===== src/isep_pkg.sv =====
// Purpose: Shared constants for the interrupt service and external pin block
// Assumes: AXI4-Lite register access, 32-bit data, one register per word
// Notes:   Registers are 8 bits wide in the low byte of each word
package isep_pkg;
    // Register byte addresses
    localparam logic [7:0] ADDR_TIMER_EXT_INT_CONTROL = 8'h88;
    localparam logic [7:0] ADDR_PRIO_LOW_BITS = 8'h8c;
    localparam logic [7:0] ADDR_PRIO_HIGH_BITS = 8'h90;
    localparam logic [7:0] ADDR_SRC_ENABLE = 8'h94;
    localparam logic [7:0] ADDR_SERVICE_STATUS = 8'h98;
    // Field positions inside timer_ext_int_control
    localparam int BIT_TYPE0 = 0;
    localparam int BIT_FLAG0 = 1;
    localparam int BIT_TYPE1 = 2;
    localparam int BIT_FLAG1 = 3;
    // Type select encodings
    localparam logic TYPE_LEVEL = 1'b0;
    localparam logic TYPE_EDGE = 1'b1;
    // Reset values
    localparam logic [7:0] RST_REG = 8'h00;
    localparam logic [1:0] RST_PIN = 2'b11;
    // Injected call length in clocks
    localparam logic [2:0] CALL_CYCLES = 3'h4;
    // Vector generation
    localparam logic [15:0] VEC_BASE = 16'h0003;
    localparam logic [15:0] VEC_STEP = 16'h0008;
    // AXI responses
    localparam logic [1:0] RESP_OKAY = 2'b00;
    localparam logic [1:0] RESP_SLVERR = 2'b10;

    typedef enum logic [1:0] {
        ST_IDLE = 2'b01,
        ST_CALL = 2'b10
    } isep_state_t;
endpackage : isep_pkg


===== src/isep_top.sv =====
// Purpose: Interrupt poll, priority resolve, call injection, ext pins
// Assumes: Core signals are on aclk; pins are asynchronous
// Notes:   Source 0 and 1 are the external pins, lower index wins ties
`timescale 1ns/100ps

// Functional notes
// - Sample and resolve all request flags every clock, same cycle.
// - No call while equal or higher level is in service.
// - Call only on the last cycle of the running instruction.
// - No call during RETI or writes to enable or priority bits.
// - Blocked requests are not remembered; each poll uses current flags.
// - Core pushes PC without status word and jumps to vector.
// - RETI pops PC and ends the current service level.
// - Plain RET restores PC but keeps the service level marked.
// - Injected call lasts 4 clocks, 5 from flag to routine.
// - Single-interrupt response never exceeds 16 clocks.
// - Edge mode: high sample then low sample sets pin flag.
// - Edge flag clears on entry, else stays until software clears.
// - Level mode flag equals inverted pin, read-only, not cleared.
// - Bit 0 and bit 2 select type: 0 level, 1 falling edge.
// - Pin request flags sit at bits 1 and 3.
// - Either pin request wakes the device from power-down.
// - Two-bit priority per source, higher level preempts lower.
// - Equal level ties go to higher natural priority.
module isep_top
    import isep_pkg::*;
#(
    parameter int NSRC = 8
)(
    input wire logic aclk,
    input wire logic aresetn,
    input wire logic [7:0] s_axi_awaddr,
    input wire logic s_axi_awvalid,
    output logic s_axi_awready,
    input wire logic [31:0] s_axi_wdata,
    input wire logic [3:0] s_axi_wstrb,
    input wire logic s_axi_wvalid,
    output logic s_axi_wready,
    output logic [1:0] s_axi_bresp,
    output logic s_axi_bvalid,
    input wire logic s_axi_bready,
    input wire logic [7:0] s_axi_araddr,
    input wire logic s_axi_arvalid,
    output logic s_axi_arready,
    output logic [31:0] s_axi_rdata,
    output logic [1:0] s_axi_rresp,
    output logic s_axi_rvalid,
    input wire logic s_axi_rready,
    input wire logic ext_irq_pin0,
    input wire logic ext_irq_pin1,
    input wire logic [NSRC-1:2] periph_req,
    input wire logic instr_last,
    input wire logic instr_blocks,
    input wire logic instr_reti,
    input wire logic instr_ret,
    input wire logic power_down,
    output logic call_start,
    output logic call_active,
    output logic [15:0] call_vector,
    output logic wake
);
    localparam int SW = $clog2(NSRC);

    typedef struct packed {
        logic [1:0] sync0;
        logic [1:0] sync1;
        logic [1:0] prev;
        logic [3:0] timer_ext_int_control_hi;
        logic [1:0] type_sel;
        logic [1:0] eflag;
        logic [NSRC-1:0] lo;
        logic [NSRC-1:0] hi;
        logic [NSRC-1:0] en;
        logic [3:0] isv;
        isep_state_t st;
        logic [2:0] cnt;
        logic [15:0] vec;
        logic start;
        logic aw_got;
        logic w_got;
        logic [7:0] awaddr;
        logic [7:0] wdata;
        logic wstrb0;
        logic bvalid;
        logic [1:0] bresp;
        logic rvalid;
        logic [7:0] rdata;
        logic [1:0] rresp;
        logic wake;
    } isep_regs_t;

    isep_regs_t s;
    isep_regs_t next_s;

    logic [1:0] pin_lvl;
    logic [1:0] fall;
    logic [1:0] ext_flag;
    logic [NSRC-1:0] pend;
    logic found;
    logic [SW-1:0] sel;
    logic [1:0] best_lvl;
    logic isv_any;
    logic [1:0] isv_top;
    logic take;
    logic wr_en;
    logic [7:0] rd_val;
    logic rd_ok;
    logic wr_ok;

    assign pin_lvl = s.sync1;
    assign fall = s.prev & ~s.sync1;
    assign ext_flag = (s.type_sel & s.eflag) |
        (~s.type_sel & ~pin_lvl);
    assign pend = {periph_req, ext_flag} & s.en;
    // Highest level first, lowest index inside a level
    always_comb
    begin
        found = 1'b0;
        sel = '0;
        best_lvl = 2'b00;
        for (int i = 0; i < NSRC; i++)
        begin
            if (pend[i] && (!found || {s.hi[i], s.lo[i]} > best_lvl))
            begin
                found = 1'b1;
                sel = SW'(i);
                best_lvl = {s.hi[i], s.lo[i]};
            end
        end
    end

    always_comb
    begin
        isv_any = |s.isv;
        isv_top = 2'b00;
        for (int l = 0; l < 4; l++)
        begin
            if (s.isv[l])
                isv_top = 2'(l);
        end
    end

    assign take = (s.st == ST_IDLE) && found && instr_last &&
        !instr_blocks && !instr_reti &&
        (!isv_any || best_lvl > isv_top);

    // AXI decode
    assign wr_en = s.aw_got && s.w_got && !s.bvalid;
    always_comb
    begin
        rd_ok = 1'b1;
        unique case (s_axi_araddr)
            ADDR_TIMER_EXT_INT_CONTROL:
                rd_val = {s.timer_ext_int_control_hi, ext_flag[1], s.type_sel[1],
                    ext_flag[0], s.type_sel[0]};
            ADDR_PRIO_LOW_BITS: rd_val = 8'(s.lo);
            ADDR_PRIO_HIGH_BITS: rd_val = 8'(s.hi);
            ADDR_SRC_ENABLE: rd_val = 8'(s.en);
            ADDR_SERVICE_STATUS: rd_val = {3'h0, s.st == ST_CALL, s.isv};
            default:
            begin
                rd_val = 8'h00;
                rd_ok = 1'b0;
            end
        endcase
    end
    assign wr_ok = s.awaddr inside {ADDR_TIMER_EXT_INT_CONTROL,
        ADDR_PRIO_LOW_BITS, ADDR_PRIO_HIGH_BITS, ADDR_SRC_ENABLE,
        ADDR_SERVICE_STATUS};

    always_comb
    begin
        next_s = s;
        next_s.sync0 = {ext_irq_pin1, ext_irq_pin0};
        next_s.sync1 = s.sync0;
        next_s.prev = s.sync1;
        next_s.start = 1'b0;
        next_s.wake = power_down && (|ext_flag);

        // Edge flags: hardware set wins over any clear
        for (int i = 0; i < 2; i++)
        begin
            if (s.type_sel[i] != TYPE_EDGE)
                next_s.eflag[i] = 1'b0;
            else if (fall[i])
                next_s.eflag[i] = 1'b1;
            else if (take && sel == SW'(i))
                next_s.eflag[i] = 1'b0;
            else if (wr_en && s.wstrb0 &&
                s.awaddr == ADDR_TIMER_EXT_INT_CONTROL)
                next_s.eflag[i] = s.wdata[i == 0 ? BIT_FLAG0 : BIT_FLAG1];
        end

        if (wr_en && s.wstrb0)
        begin
            unique case (s.awaddr)
                ADDR_TIMER_EXT_INT_CONTROL:
                begin
                    next_s.timer_ext_int_control_hi = s.wdata[7:4];
                    next_s.type_sel = {s.wdata[BIT_TYPE1],
                        s.wdata[BIT_TYPE0]};
                end
                ADDR_PRIO_LOW_BITS: next_s.lo = NSRC'(s.wdata);
                ADDR_PRIO_HIGH_BITS: next_s.hi = NSRC'(s.wdata);
                ADDR_SRC_ENABLE: next_s.en = NSRC'(s.wdata);
                default: next_s.en = s.en;
            endcase
        end

        // In-service markers; RET leaves them alone
        if (instr_reti && isv_any)
            next_s.isv[isv_top] = 1'b0;
        if (take)
            next_s.isv[best_lvl] = 1'b1;

        unique case (s.st)
            ST_IDLE:
            begin
                if (take)
                begin
                    next_s.st = ST_CALL;
                    next_s.cnt = CALL_CYCLES - 3'h1;
                    next_s.start = 1'b1;
                    next_s.vec = VEC_BASE + 16'(sel) * VEC_STEP;
                end
            end
            ST_CALL:
            begin
                if (s.cnt == 3'h0)
                    next_s.st = ST_IDLE;
                else
                    next_s.cnt = s.cnt - 3'h1;
            end
            default: next_s.st = ST_IDLE;
        endcase

        // AXI write path
        if (s_axi_awvalid && s_axi_awready)
        begin
            next_s.aw_got = 1'b1;
            next_s.awaddr = s_axi_awaddr;
        end
        if (s_axi_wvalid && s_axi_wready)
        begin
            next_s.w_got = 1'b1;
            next_s.wdata = s_axi_wdata[7:0];
            next_s.wstrb0 = s_axi_wstrb[0];
        end
        if (wr_en)
        begin
            next_s.aw_got = 1'b0;
            next_s.w_got = 1'b0;
            next_s.bvalid = 1'b1;
            next_s.bresp = wr_ok ? RESP_OKAY : RESP_SLVERR;
        end
        else if (s.bvalid && s_axi_bready)
            next_s.bvalid = 1'b0;

        // AXI read path
        if (s_axi_arvalid && s_axi_arready)
        begin
            next_s.rvalid = 1'b1;
            next_s.rdata = rd_val;
            next_s.rresp = rd_ok ? RESP_OKAY : RESP_SLVERR;
        end
        else if (s.rvalid && s_axi_rready)
            next_s.rvalid = 1'b0;

        if (!aresetn)
        begin
            next_s = '0;
            next_s.st = ST_IDLE;
            next_s.sync0 = RST_PIN;
            next_s.sync1 = RST_PIN;
            next_s.prev = RST_PIN;
            next_s.lo = NSRC'(RST_REG);
            next_s.hi = NSRC'(RST_REG);
            next_s.en = NSRC'(RST_REG);
        end
    end

    always_ff @(posedge aclk)
    begin
        s <= next_s;
    end

    assign s_axi_awready = !s.aw_got && !s.bvalid;
    assign s_axi_wready = !s.w_got && !s.bvalid;
    assign s_axi_bvalid = s.bvalid;
    assign s_axi_bresp = s.bresp;
    assign s_axi_arready = !s.rvalid;
    assign s_axi_rvalid = s.rvalid;
    assign s_axi_rdata = {24'h000000, s.rdata};
    assign s_axi_rresp = s.rresp;
    assign call_start = s.start;
    assign call_active = (s.st == ST_CALL);
    assign call_vector = s.vec;
    assign wake = s.wake;
endmodule : isep_top


===== config.mk =====
export PLATFORM = sky130hd
export DESIGN_NAME = isep_top
export DESIGN_NICKNAME = d
export VERILOG_FILES = /design/src/isep_pkg.sv /design/src/isep_top.sv
export SDC_FILE = /design/constraint.sdc
export NUM_CORES = 1
export LEC_CHECK = 0
export BUFFER_PORTS_ARGS = -buffer_cell sky130_fd_sc_hd__buf_2
export CAP_MARGIN = 5
export CELL_PAD_IN_SITES_DETAIL_PLACEMENT = 0
export CELL_PAD_IN_SITES_GLOBAL_PLACEMENT = 1
export CORE_MARGIN = 3
export CORE_UTILIZATION = 39
export CTS_CLUSTER_DIAMETER = 40
export CTS_CLUSTER_SIZE = 25
export DETAILED_ROUTE_END_ITERATION = 16
export GPL_TIMING_DRIVEN = 0
export HOLD_SLACK_MARGIN = 0.15
export PLACE_DENSITY = 0.84
export SLEW_MARGIN = 20
export SYNTH_ARGS = -nofsm -noshare
export SYNTH_HDL_FRONTEND = slang
export SYNTH_SLANG_ARGS = --single-unit

===== constraint.sdc =====
create_clock -name aclk -period 11.4 [get_ports aclk]
set_input_delay 1.14 -clock aclk [delete_from_list [all_inputs] [get_ports aclk]]
set_output_delay 1.14 -clock aclk [all_outputs]
set_load 0.01 [all_outputs]

=== Word level (Yosys, flattened, before mapping) ===
Cells that the tools add are included.

* Bits in registers: 98
* Output and inout bits: 60

* Add/subtract/negate cells: 2
* Magnitude comparators: 12
* Eq/ne operators: 16
* Multiplexer cells: 51
* Bitwise operators: 11
* Reductions and logical operators: 73

{| class="wikitable"
|+ Operator list
! operator !! count
|-
| 8-bit equality test (second input constant) || 10
|-
| 8-bit case mux with 5 select lines || 1
|-
| 1-bit logical AND || 29
|-
| 2-bit 2-to-1 mux || 13
|-
| 1-bit 2-to-1 mux || 23
|-
| 22-bit 2-to-1 mux || 1
|-
| 3-bit 2-to-1 mux || 7
|-
| 2-bit AND reduction || 9
|-
| 2-bit > comparator || 8
|-
| 1-bit logical NOT || 14
|-
| 8-bit bitwise AND || 1
|-
| 1-bit logical OR || 8
|-
| 4-bit 2-to-1 mux || 2
|-
| 2-bit by 6-bit adder with 7-bit output (first input constant) || 1
|-
| 2-bit bitwise AND || 3
|-
| 3-bit logical NOT || 2
|-
| 2-bit by 3-bit less-than comparator with 1-bit output (second input constant) || 2
|-
| 3-bit case mux with 2 select lines || 1
|-
| 2-bit nonzero test || 3
|-
| 3-bit nonzero test || 2
|-
| 5-bit nonzero test || 1
|-
| 5-bit OR reduction || 1
|-
| 4-bit bitwise AND || 1
|-
| 1-bit demux with 2-bit select || 2
|-
| 16 further kinds || 20
|}

=== Longest topological paths before layout ===
Gate-level depths: netlist of run 1.

* Word-level depth: 41
* Mapped depth: 59
* Depth with buffers taken out: 59

=== Worst setup path before layout of run 1 ===
No wires, ideal clock.

* Path type: flip-flop to flip-flop
* Start: register s[86] in the netlist's numbering
* End: register s[84] in the netlist's numbering
* Arrival time: 9523 ps
* Path slack: 1761 ps
* Cell stages (with the launch flop): 54
* Clock period less this slack: 9639 ps
* Path through: dfxtp_1 -> nand2b_4 -> nand4_1 -> ha_1 -> nor2b_1 -> a2bb2oi_1 -> a21oi_1 -> a21oi_4 -> ha_1 -> nor2b_1 -> o21ai_0 -> o21ai_2 -> a221o_1 -> o21a_1 -> ha_1 -> a2bb2oi_1 -> a32o_1 -> a21o_1 -> (+18 left out) -> o21ai_0 -> a21o_1 -> nor2_1 -> a21o_1 -> ha_1 -> nor2b_1 -> o21ai_0 -> a21o_1 -> nand2_1 -> o31a_1 -> ha_1 -> nor2b_1 -> o21ai_0 -> o41ai_1 -> nand4b_1 -> nor4_1 -> a21oi_1 -> o211a_1

* Longest elaborated chain between the ends: 41
* Elaborated cells on any way between the ends: 69
* Classes of those cells: 8 x order compare; 25 x mux; 5 x bitwise; 31 x reduce/logical

{| class="wikitable"
|+ Ends and longest elaborated chain
! item !! RTL line !! text
|-
| from (decl) || isep_top.sv:92 || <nowiki>isep_regs_t s;</nowiki>
|-
| from (signal assigned) || isep_top.sv:284 || <nowiki>s <= next_s;</nowiki>
|-
| parallel branches: the longest is 41 deep, another holds 2-bit > comparator || -- ||
|}

Parallel ways; which one is timed is not known.
A chain may end at the register's enable or synchronous reset.

=== Worst setup path in the final report of run 1 ===
* Start: register s[86] in the netlist's numbering
* End: register s[85] in the netlist's numbering

* Longest elaborated chain between the ends: 41
* Elaborated cells on any way between the ends: 68
* Classes of those cells: 8 x order compare; 1 x eq/ne; 25 x mux; 5 x bitwise; 29 x reduce/logical

{| class="wikitable"
|+ Ends and longest elaborated chain
! item !! RTL line !! text
|-
| 2-bit NOT || isep_top.sv:113 || <nowiki>(~s.type_sel & ~pin_lvl);</nowiki>
|-
| 2-bit bitwise AND || isep_top.sv:113 ||
|-
| 2-bit OR (*) || isep_top.sv:112 || <nowiki>assign ext_flag = (s.type_sel & s.eflag) |</nowiki>
|-
| 8-bit bitwise AND (*) || isep_top.sv:114 || <nowiki>assign pend = {periph_req, ext_flag} & s.en;</nowiki>
|-
| parallel branches: the longest is 34 deep, another holds 2-bit > comparator || -- ||
|-
| 1-bit logical AND (*) || isep_top.sv:187 || <nowiki>else if (take && sel == SW'(i))</nowiki>
|-
| 1-bit 2-to-1 mux || isep_top.sv:187 ||
|-
| 1-bit 2-to-1 mux || isep_top.sv:185 || <nowiki>else if (fall[i])</nowiki>
|}

Mark *: on every way between the ends.

==> flow_summary.toml, run 1 <==
[global_routing]
antenna_found_initial = 0
grt_max_degree = 16
grtUsageMet1 = 0.2362
grt_overflow = 0
grt_pass1_wl_mm = 20.50
met2_usage = 0.3004
first_global_vias = 4144
top_usage_layer = "met2"
grt_usage = 0.1807
use_met3 = 0.03940

[cts]
clock_latency_ns = 0.34
root_buffer = "clkbuf_16"
cts_tree = "done"
htree_levels = 3
clockBufferDepth = 2
cts.sinks = 84
clk_pin_slew_worst_paths_ns = 0.06
ctsHoldBuffers = 0
cts_made_buffers = 9

[floorplan]
row_count = 40
start_util = 0.4025
ios = 132
die_w_um = 117.8
design.die.area_sq_um = 13880
core_area_sq_um = 12110
die_h_um = 117.8

[worst_setup_path]
cpMostUsedCell = "ha_1"
setup.worst_path.end = "s[85]"
worst_r2r_path_depth = 54
crit_path_start_kind = "register"
critPathSlowestCell = "a221o_1"
r2r-start = "s[86]"
crit_required_ns = 11.64
r2r_setup_slack_ns = 0.78
critPathLaunch = "s[86]"
max_stage_delay_ns = 0.42
crit_type = "register to register"
crit_path_end_kind = "register"
worstPathMaxFanout = 9
rr_endpoint = "s[85]"
arrival_ns = 10.86

[sta]
slew_headroom = 0.5886
drv_slew = 0
hold_violations = 0
finalCriticalPeriod_ns = 10.62
fin_crit_sh = 0.9317
finalClockSkew_ns = 0.006344
max_freq_mhz = 94.15
finalSetupViolations = 0
worstMarginPinSlew_ns = 0.6171
setup_tns_ns = 0

[cells_and_area]
nNetsFinal = 797
post-route-cell-area_sq_um = 5891
diodes = 0
final_common_cell = "nand2_1"
layout_common_cells = "nand2_1, dfxtp_1, buf_2"
area_growth_pct = 20.84
drive_above_1_share = 0.2331

[detailed_routing]
final_antenna_net_count = 0
wl_per_cell_um = 13.93
drt_iter0_drc = 232
wl_mm = 12.26
vias_per_cell = 4.866
num_vias = 4282
first_pass_iters = 5
drt_drc_violations_left = 0

[synth]
synth_cell_type_count = 61
yosys.area.top_type_share = 0.3450
synth_area_per_cell_sq_um = 8.234
yosys_warnings = 0
synth_area_leaders = "dfxtp_1, nand2_1, buf_4, a21boi_0, ha_1"
synth_area_sq_um = 4875
syn_inst = 592
synth_top_area_cell = "dfxtp_1"
ys_seq_elements = 84
yosysSeqAreaShare = 0.3450

[worst_hold_path]
hold_class = "register to register"

[power_and_ir_drop]
ir_drop_mv = 0.08206
p_int_uw = 485.0
p_comb_frac = 0.094
p_seq_frac = 0.475
power_switching_uw = 163.6
leakage_nw = 2.536
swShare = 0.2523
clock_power_share = 0.432
powerDensity_nw_per_um2 = 110.1

[place]
gp_congestion = 0.8344
hpwl_mm = 9.714
place_area_sq_um = 5540
io_buffers = 64

[run]
max_cap_violations = 0

[run_status]
status = "complete, no violations"
power by group through the flow:
stage | clock network [mW] | registers, mW | logic [mW]
finish | 0.280 | 0.308 | 0.0607
global placement | 0 | 0.314 | 0.0595
detailed placement | 0 | 0.315 | 0.0604
global route | 0.298 | 0.309 | 0.0683
CTS | 0.287 | 0.308 | 0.0606
floorplan | 0 | 0.313 | 0.0421
worst max-delay path: cells and delay by family (launching register included):
| kind | cells | cell delay, ns |
|---|---|---|
| AOI/OAI and AO/OA | 28 | 5.35 |
| and+or+nand+nor | 17 | 2.29 |
| adders and majority gates | 8 | 2.30 |
| DFF | 1 | 0.40 |
| buffers and inverters | 1 | 0.18 |
metal layers:
layer	wire length, um	up-vias
li1	-	2174
met1	5794	1977
met2	5705	116
met3	537	15
met4	218	0
met5	0	-
cells by family after synthesis:
group,Yosys count,share of synthesized area
other cells,1,0.0007693
simple gates,232,0.2305
compound gates,142,0.2200
buf+inv,93,0.1119
fa+ha+maj,18,0.04620
flops,84,0.3450
xor+xnor,2,0.003594
mux,20,0.04209
synthesized netlist by cell type, drive strengths merged:
master / count
mux2i: 16
and3: 3
nand3: 11
nor2b: 26
a21o: 8
o211ai: 1
and2b: 1
nand4: 3
a32o: 3
nor3b: 8
a221oi: 4
nor2: 28
a21bo: 1
o41ai: 1
nand3b: 1
nor4: 3
o22ai: 4
a22o: 3
inv: 20
o22a: 1
o31ai: 3
a31oi: 5
mux2: 4
xnor2: 2
nand2b: 14
nor3: 3
nand2: 121
a221o: 1
o2111ai: 1
o21a: 10
o21ai: 22
o211a: 4
clkbuf: 19
a2bb2oi: 2
ha: 18
and2: 8
nand4b: 2
a21boi: 45
a21oi: 16
a211oi: 1
buf: 54
conb: 1
dfxtp: 84
o31a: 2
a22oi: 4
what timing repair did:
item	CTS	global route
setup buffers	0	4
setup endpoints to repair	0	16
resized for setup	0	11
stage by stage:
| step | util | power (mW) | cells | hold slack [ns] | worst slack (ns) |
|---|---|---|---|---|---|
| 6_report | 0.4864 | 0.6486 | 880 | 0.4214 | 0.7785 |
| 5_1_grt | 0.4864 | 0.6753 | 880 | 0.4599 | -0.009720 |
| 4_1_cts | 0.4810 | 0.6558 | 876 | 0.4341 | 0.1161 |
| 3_5_place_dp | 0.4574 | 0.3749 | 860 | 0.4101 | 0.1875 |
| 3_3_place_gp | 0.4574 | 0.3736 | 860 | 0.3995 | 0.4195 |
| 2_1_floorplan | - | 0.3547 | 628 | 0.3863 | 1.761 |
sequential cells by signal (all words and copies together), names as in the netlist:
signal        count
s                64
s_axi_rdata       8
call_vector       4
pin_lvl           2
call_start        1
s_axi_bresp       1
s_axi_bvalid      1
s_axi_rresp       1
s_axi_rvalid      1
wake              1
cell type report:
cell class | count | area (sq um)
Sequential cell | 84 | 1683
Clock buffer | 10 | 239.0
Multi-Input combinational cell | 451 | 2813
Tap cell | 168 | 210.2
Inverter | 20 | 75.07
Buffer | 73 | 474.2
Fill cell | 1213 | 6221
Clock inverter | 6 | 46.29
Timing Repair Buffer | 68 | 350.3
worst min path at each step:
stage               slack, ns  cells past startpoint    endpoint  start
floorplan                0.39                      1  pin_lvl[0]  s[96]
global placement         0.40                      1  pin_lvl[0]  s[96]
detailed placement       0.41                      1  pin_lvl[0]  s[96]
CTS                      0.43                      1  pin_lvl[0]  s[96]
global route             0.46                      1  pin_lvl[0]  s[96]
finish                   0.42                      1  pin_lvl[0]  s[96]
(Power assumes the default switching activity.)
==> inputs of run 2 (changes only) <==
--- a/config.mk
+++ b/config.mk
@@ -16,7 +16,7 @@
 export DETAILED_ROUTE_END_ITERATION = 16
 export GPL_TIMING_DRIVEN = 0
 export HOLD_SLACK_MARGIN = 0.15
-export PLACE_DENSITY = 0.84
+export PLACE_DENSITY = 0.92
 export SLEW_MARGIN = 20
 export SYNTH_ARGS = -nofsm -noshare
 export SYNTH_HDL_FRONTEND = slang
==> constraint.sdc (replaced) <==
create_clock -name aclk -period 12 [get_ports aclk]
set_input_delay 1.2 -clock aclk [delete_from_list [all_inputs] [get_ports aclk]]
set_output_delay 1.2 -clock aclk [all_outputs]
set_load 0.01 [all_outputs]
==> flow_summary.toml, run 2 (synthesis gave the netlist of run 1 again) <==
[power_and_ir_drop]
power_uw = 645.3
leakage_nw = 2.523
powerDensity_nw_per_um2 = 110.0
p_comb_frac = 0.089
power_switching_uw = 148.4
swShare = 0.2300
p_seq_frac = 0.453
clock_power_share = 0.457
ir_drop_mv = 0.07314
p_int_uw = 496.9

[place]
io_buffers = 64
dp.cells = 860
pre_cts_slack_ns = 0.8497
hpwl_mm = 9.623
gp_congestion = 0.8395

[cells_and_area]
top_register = "s"
drive_above_1_share = 0.2175
nNetsFinal = 793
fillCellCount = 1202
final_cells = 876
diodes = 0
final_common_cell = "nand2_1"
multi_input_area_sq_um = 2789
area_growth_pct = 20.30
largest_register_ffs = 64
layout_common_cells = "nand2_1, dfxtp_1, buf_2"
ff_latch_area_sq_um = 1682

[global_routing]
antenna_found_initial = 0
grt_usage = 0.1703
first_global_vias = 4017
grt_pass1_wl_mm = 19.37
grt_overflow = 0
grt_max_degree = 15

[sta]
drv_slew = 0
finalSetupViolations = 0
fin_crit_sh = 0.9333
finalCriticalPeriod_ns = 11.20
finalClockSkew_ns = 0.007534
worstMarginPinSlew_ns = 0.6684
max_freq_mhz = 89.29
setup_tns_ns = 0
hold_violations = 0
fin_ws_ns = 0.8006
slew_headroom = 0.5544
rsz0062_at_grt = "no"

[detailed_routing]
wl_per_cell_um = 13.77
wl_mm = 12.06
first_pass_iters = 4
drt_drc_violations_left = 0
drt_iter0_drc = 223
final_antenna_net_count = 0
vias_per_cell = 4.861
num_vias = 4258

[worst_setup_path]
worst_r2r_path_depth = 55
critPathLaunch = "s[86]"
rr_endpoint = "call_vector[3]"
crit_required_ns = 12.25
worstPathMaxFanout = 10
crit_buf_inv = 1
r2r-start = "s[86]"
crit_type = "register to register"
r2r_setup_slack_ns = 0.80
max_stage_delay_ns = 0.47
cpMostUsedCell = "ha_1"
critPathSlowestCell = "dfxtp_1"
arrival_ns = 11.45
crit_family = "compound AO/OA/AOI/OAI gates"
cp_num_cells = 55
crit_path_end_kind = "register"
setup.worst_path.end = "call_vector[3]"
crit_path_start_kind = "register"

[cts]
ctsHoldBuffers = 0
clockBufferDepth = 2
post_cts_buffers = 0
cts_resized = 0
htree_levels = 3
clk_pin_slew_worst_paths_ns = 0.06
root_buffer = "clkbuf_16"
cts_made_buffers = 9
cts.sinks = 84
cts_tree = "done"
clock_latency_ns = 0.34

[worst_hold_path]
hold_class = "register to register"
hp-start = "s[96]"

[run]
max_cap_violations = 0

[run_status]
status = "complete, no violations"

[floorplan]
ios = 132
die_w_um = 117.8
row_count = 40
die_h_um = 117.8
design.die.area_sq_um = 13880
core_area_sq_um = 12110
start_util = 0.4025
-- run 2: stage by stage --
stage / hold slack [ns] / utilization / cell area (sq um)
after floorplan: 0.3863 / - / 5010
after global placement: 0.4021 / 0.4574 / 5540
after detailed placement: 0.4081 / 0.4574 / 5540
after CTS: 0.4334 / 0.4837 / 5858
after global routing: 0.4454 / 0.4842 / 5864
final: 0.4340 / 0.4842 / 5864
-- run 2: worst min path at each step --
stage,end,slack (ns),cells after the start
3_3_place_gp,pin_lvl[0],0.40,1
4_1_cts,pin_lvl[0],0.43,1
6_report,pin_lvl[0],0.43,1
5_1_grt,pin_lvl[0],0.45,1
3_5_place_dp,pin_lvl[0],0.41,1
2_1_floorplan,pin_lvl[0],0.39,1
-- run 2: power by group through the flow --
stage	logic (mW)	clock network, mW	registers, mW
after global routing	0.0639	0.311	0.293
after CTS	0.0574	0.300	0.293
after floorplan	0.0400	0	0.297
final	0.0575	0.295	0.293
after detailed placement	0.0571	0	0.299
after global placement	0.0562	0	0.298
-- run 2: worst reg2reg max path: cells and delay by family, from the launching register on --
kind,cells,cell delay (ns)
AO/OA/AOI/OAI,28,5.60
AND/OR/NAND/NOR,18,2.49
adder cells (fa/ha/maj),8,2.18
flip-flops,1,0.47
buffers and inverters,1,0.39
-- run 2: final cells by class --
cell class,instances,share of cell area
flip-flops and latches,84,0.2868
plain buffers,73,0.08022
clock inverters,5,0.01451
repair buffers,64,0.05462
well taps,168,0.03584
inverters,20,0.01280
clock buffers,11,0.03968
multi-input cells,451,0.4756
-- run 2: per-layer routing --
metal | global-route usage | up-vias | routed length, um
li1 | - | 2161 | -
met1 | 0.2209 | 1953 | 5507
met2 | 0.2835 | 128 | 5634
met3 | 0.04133 | 16 | 717
met4 | 0.04615 | 0 | 200
met5 | 0 | - | 0
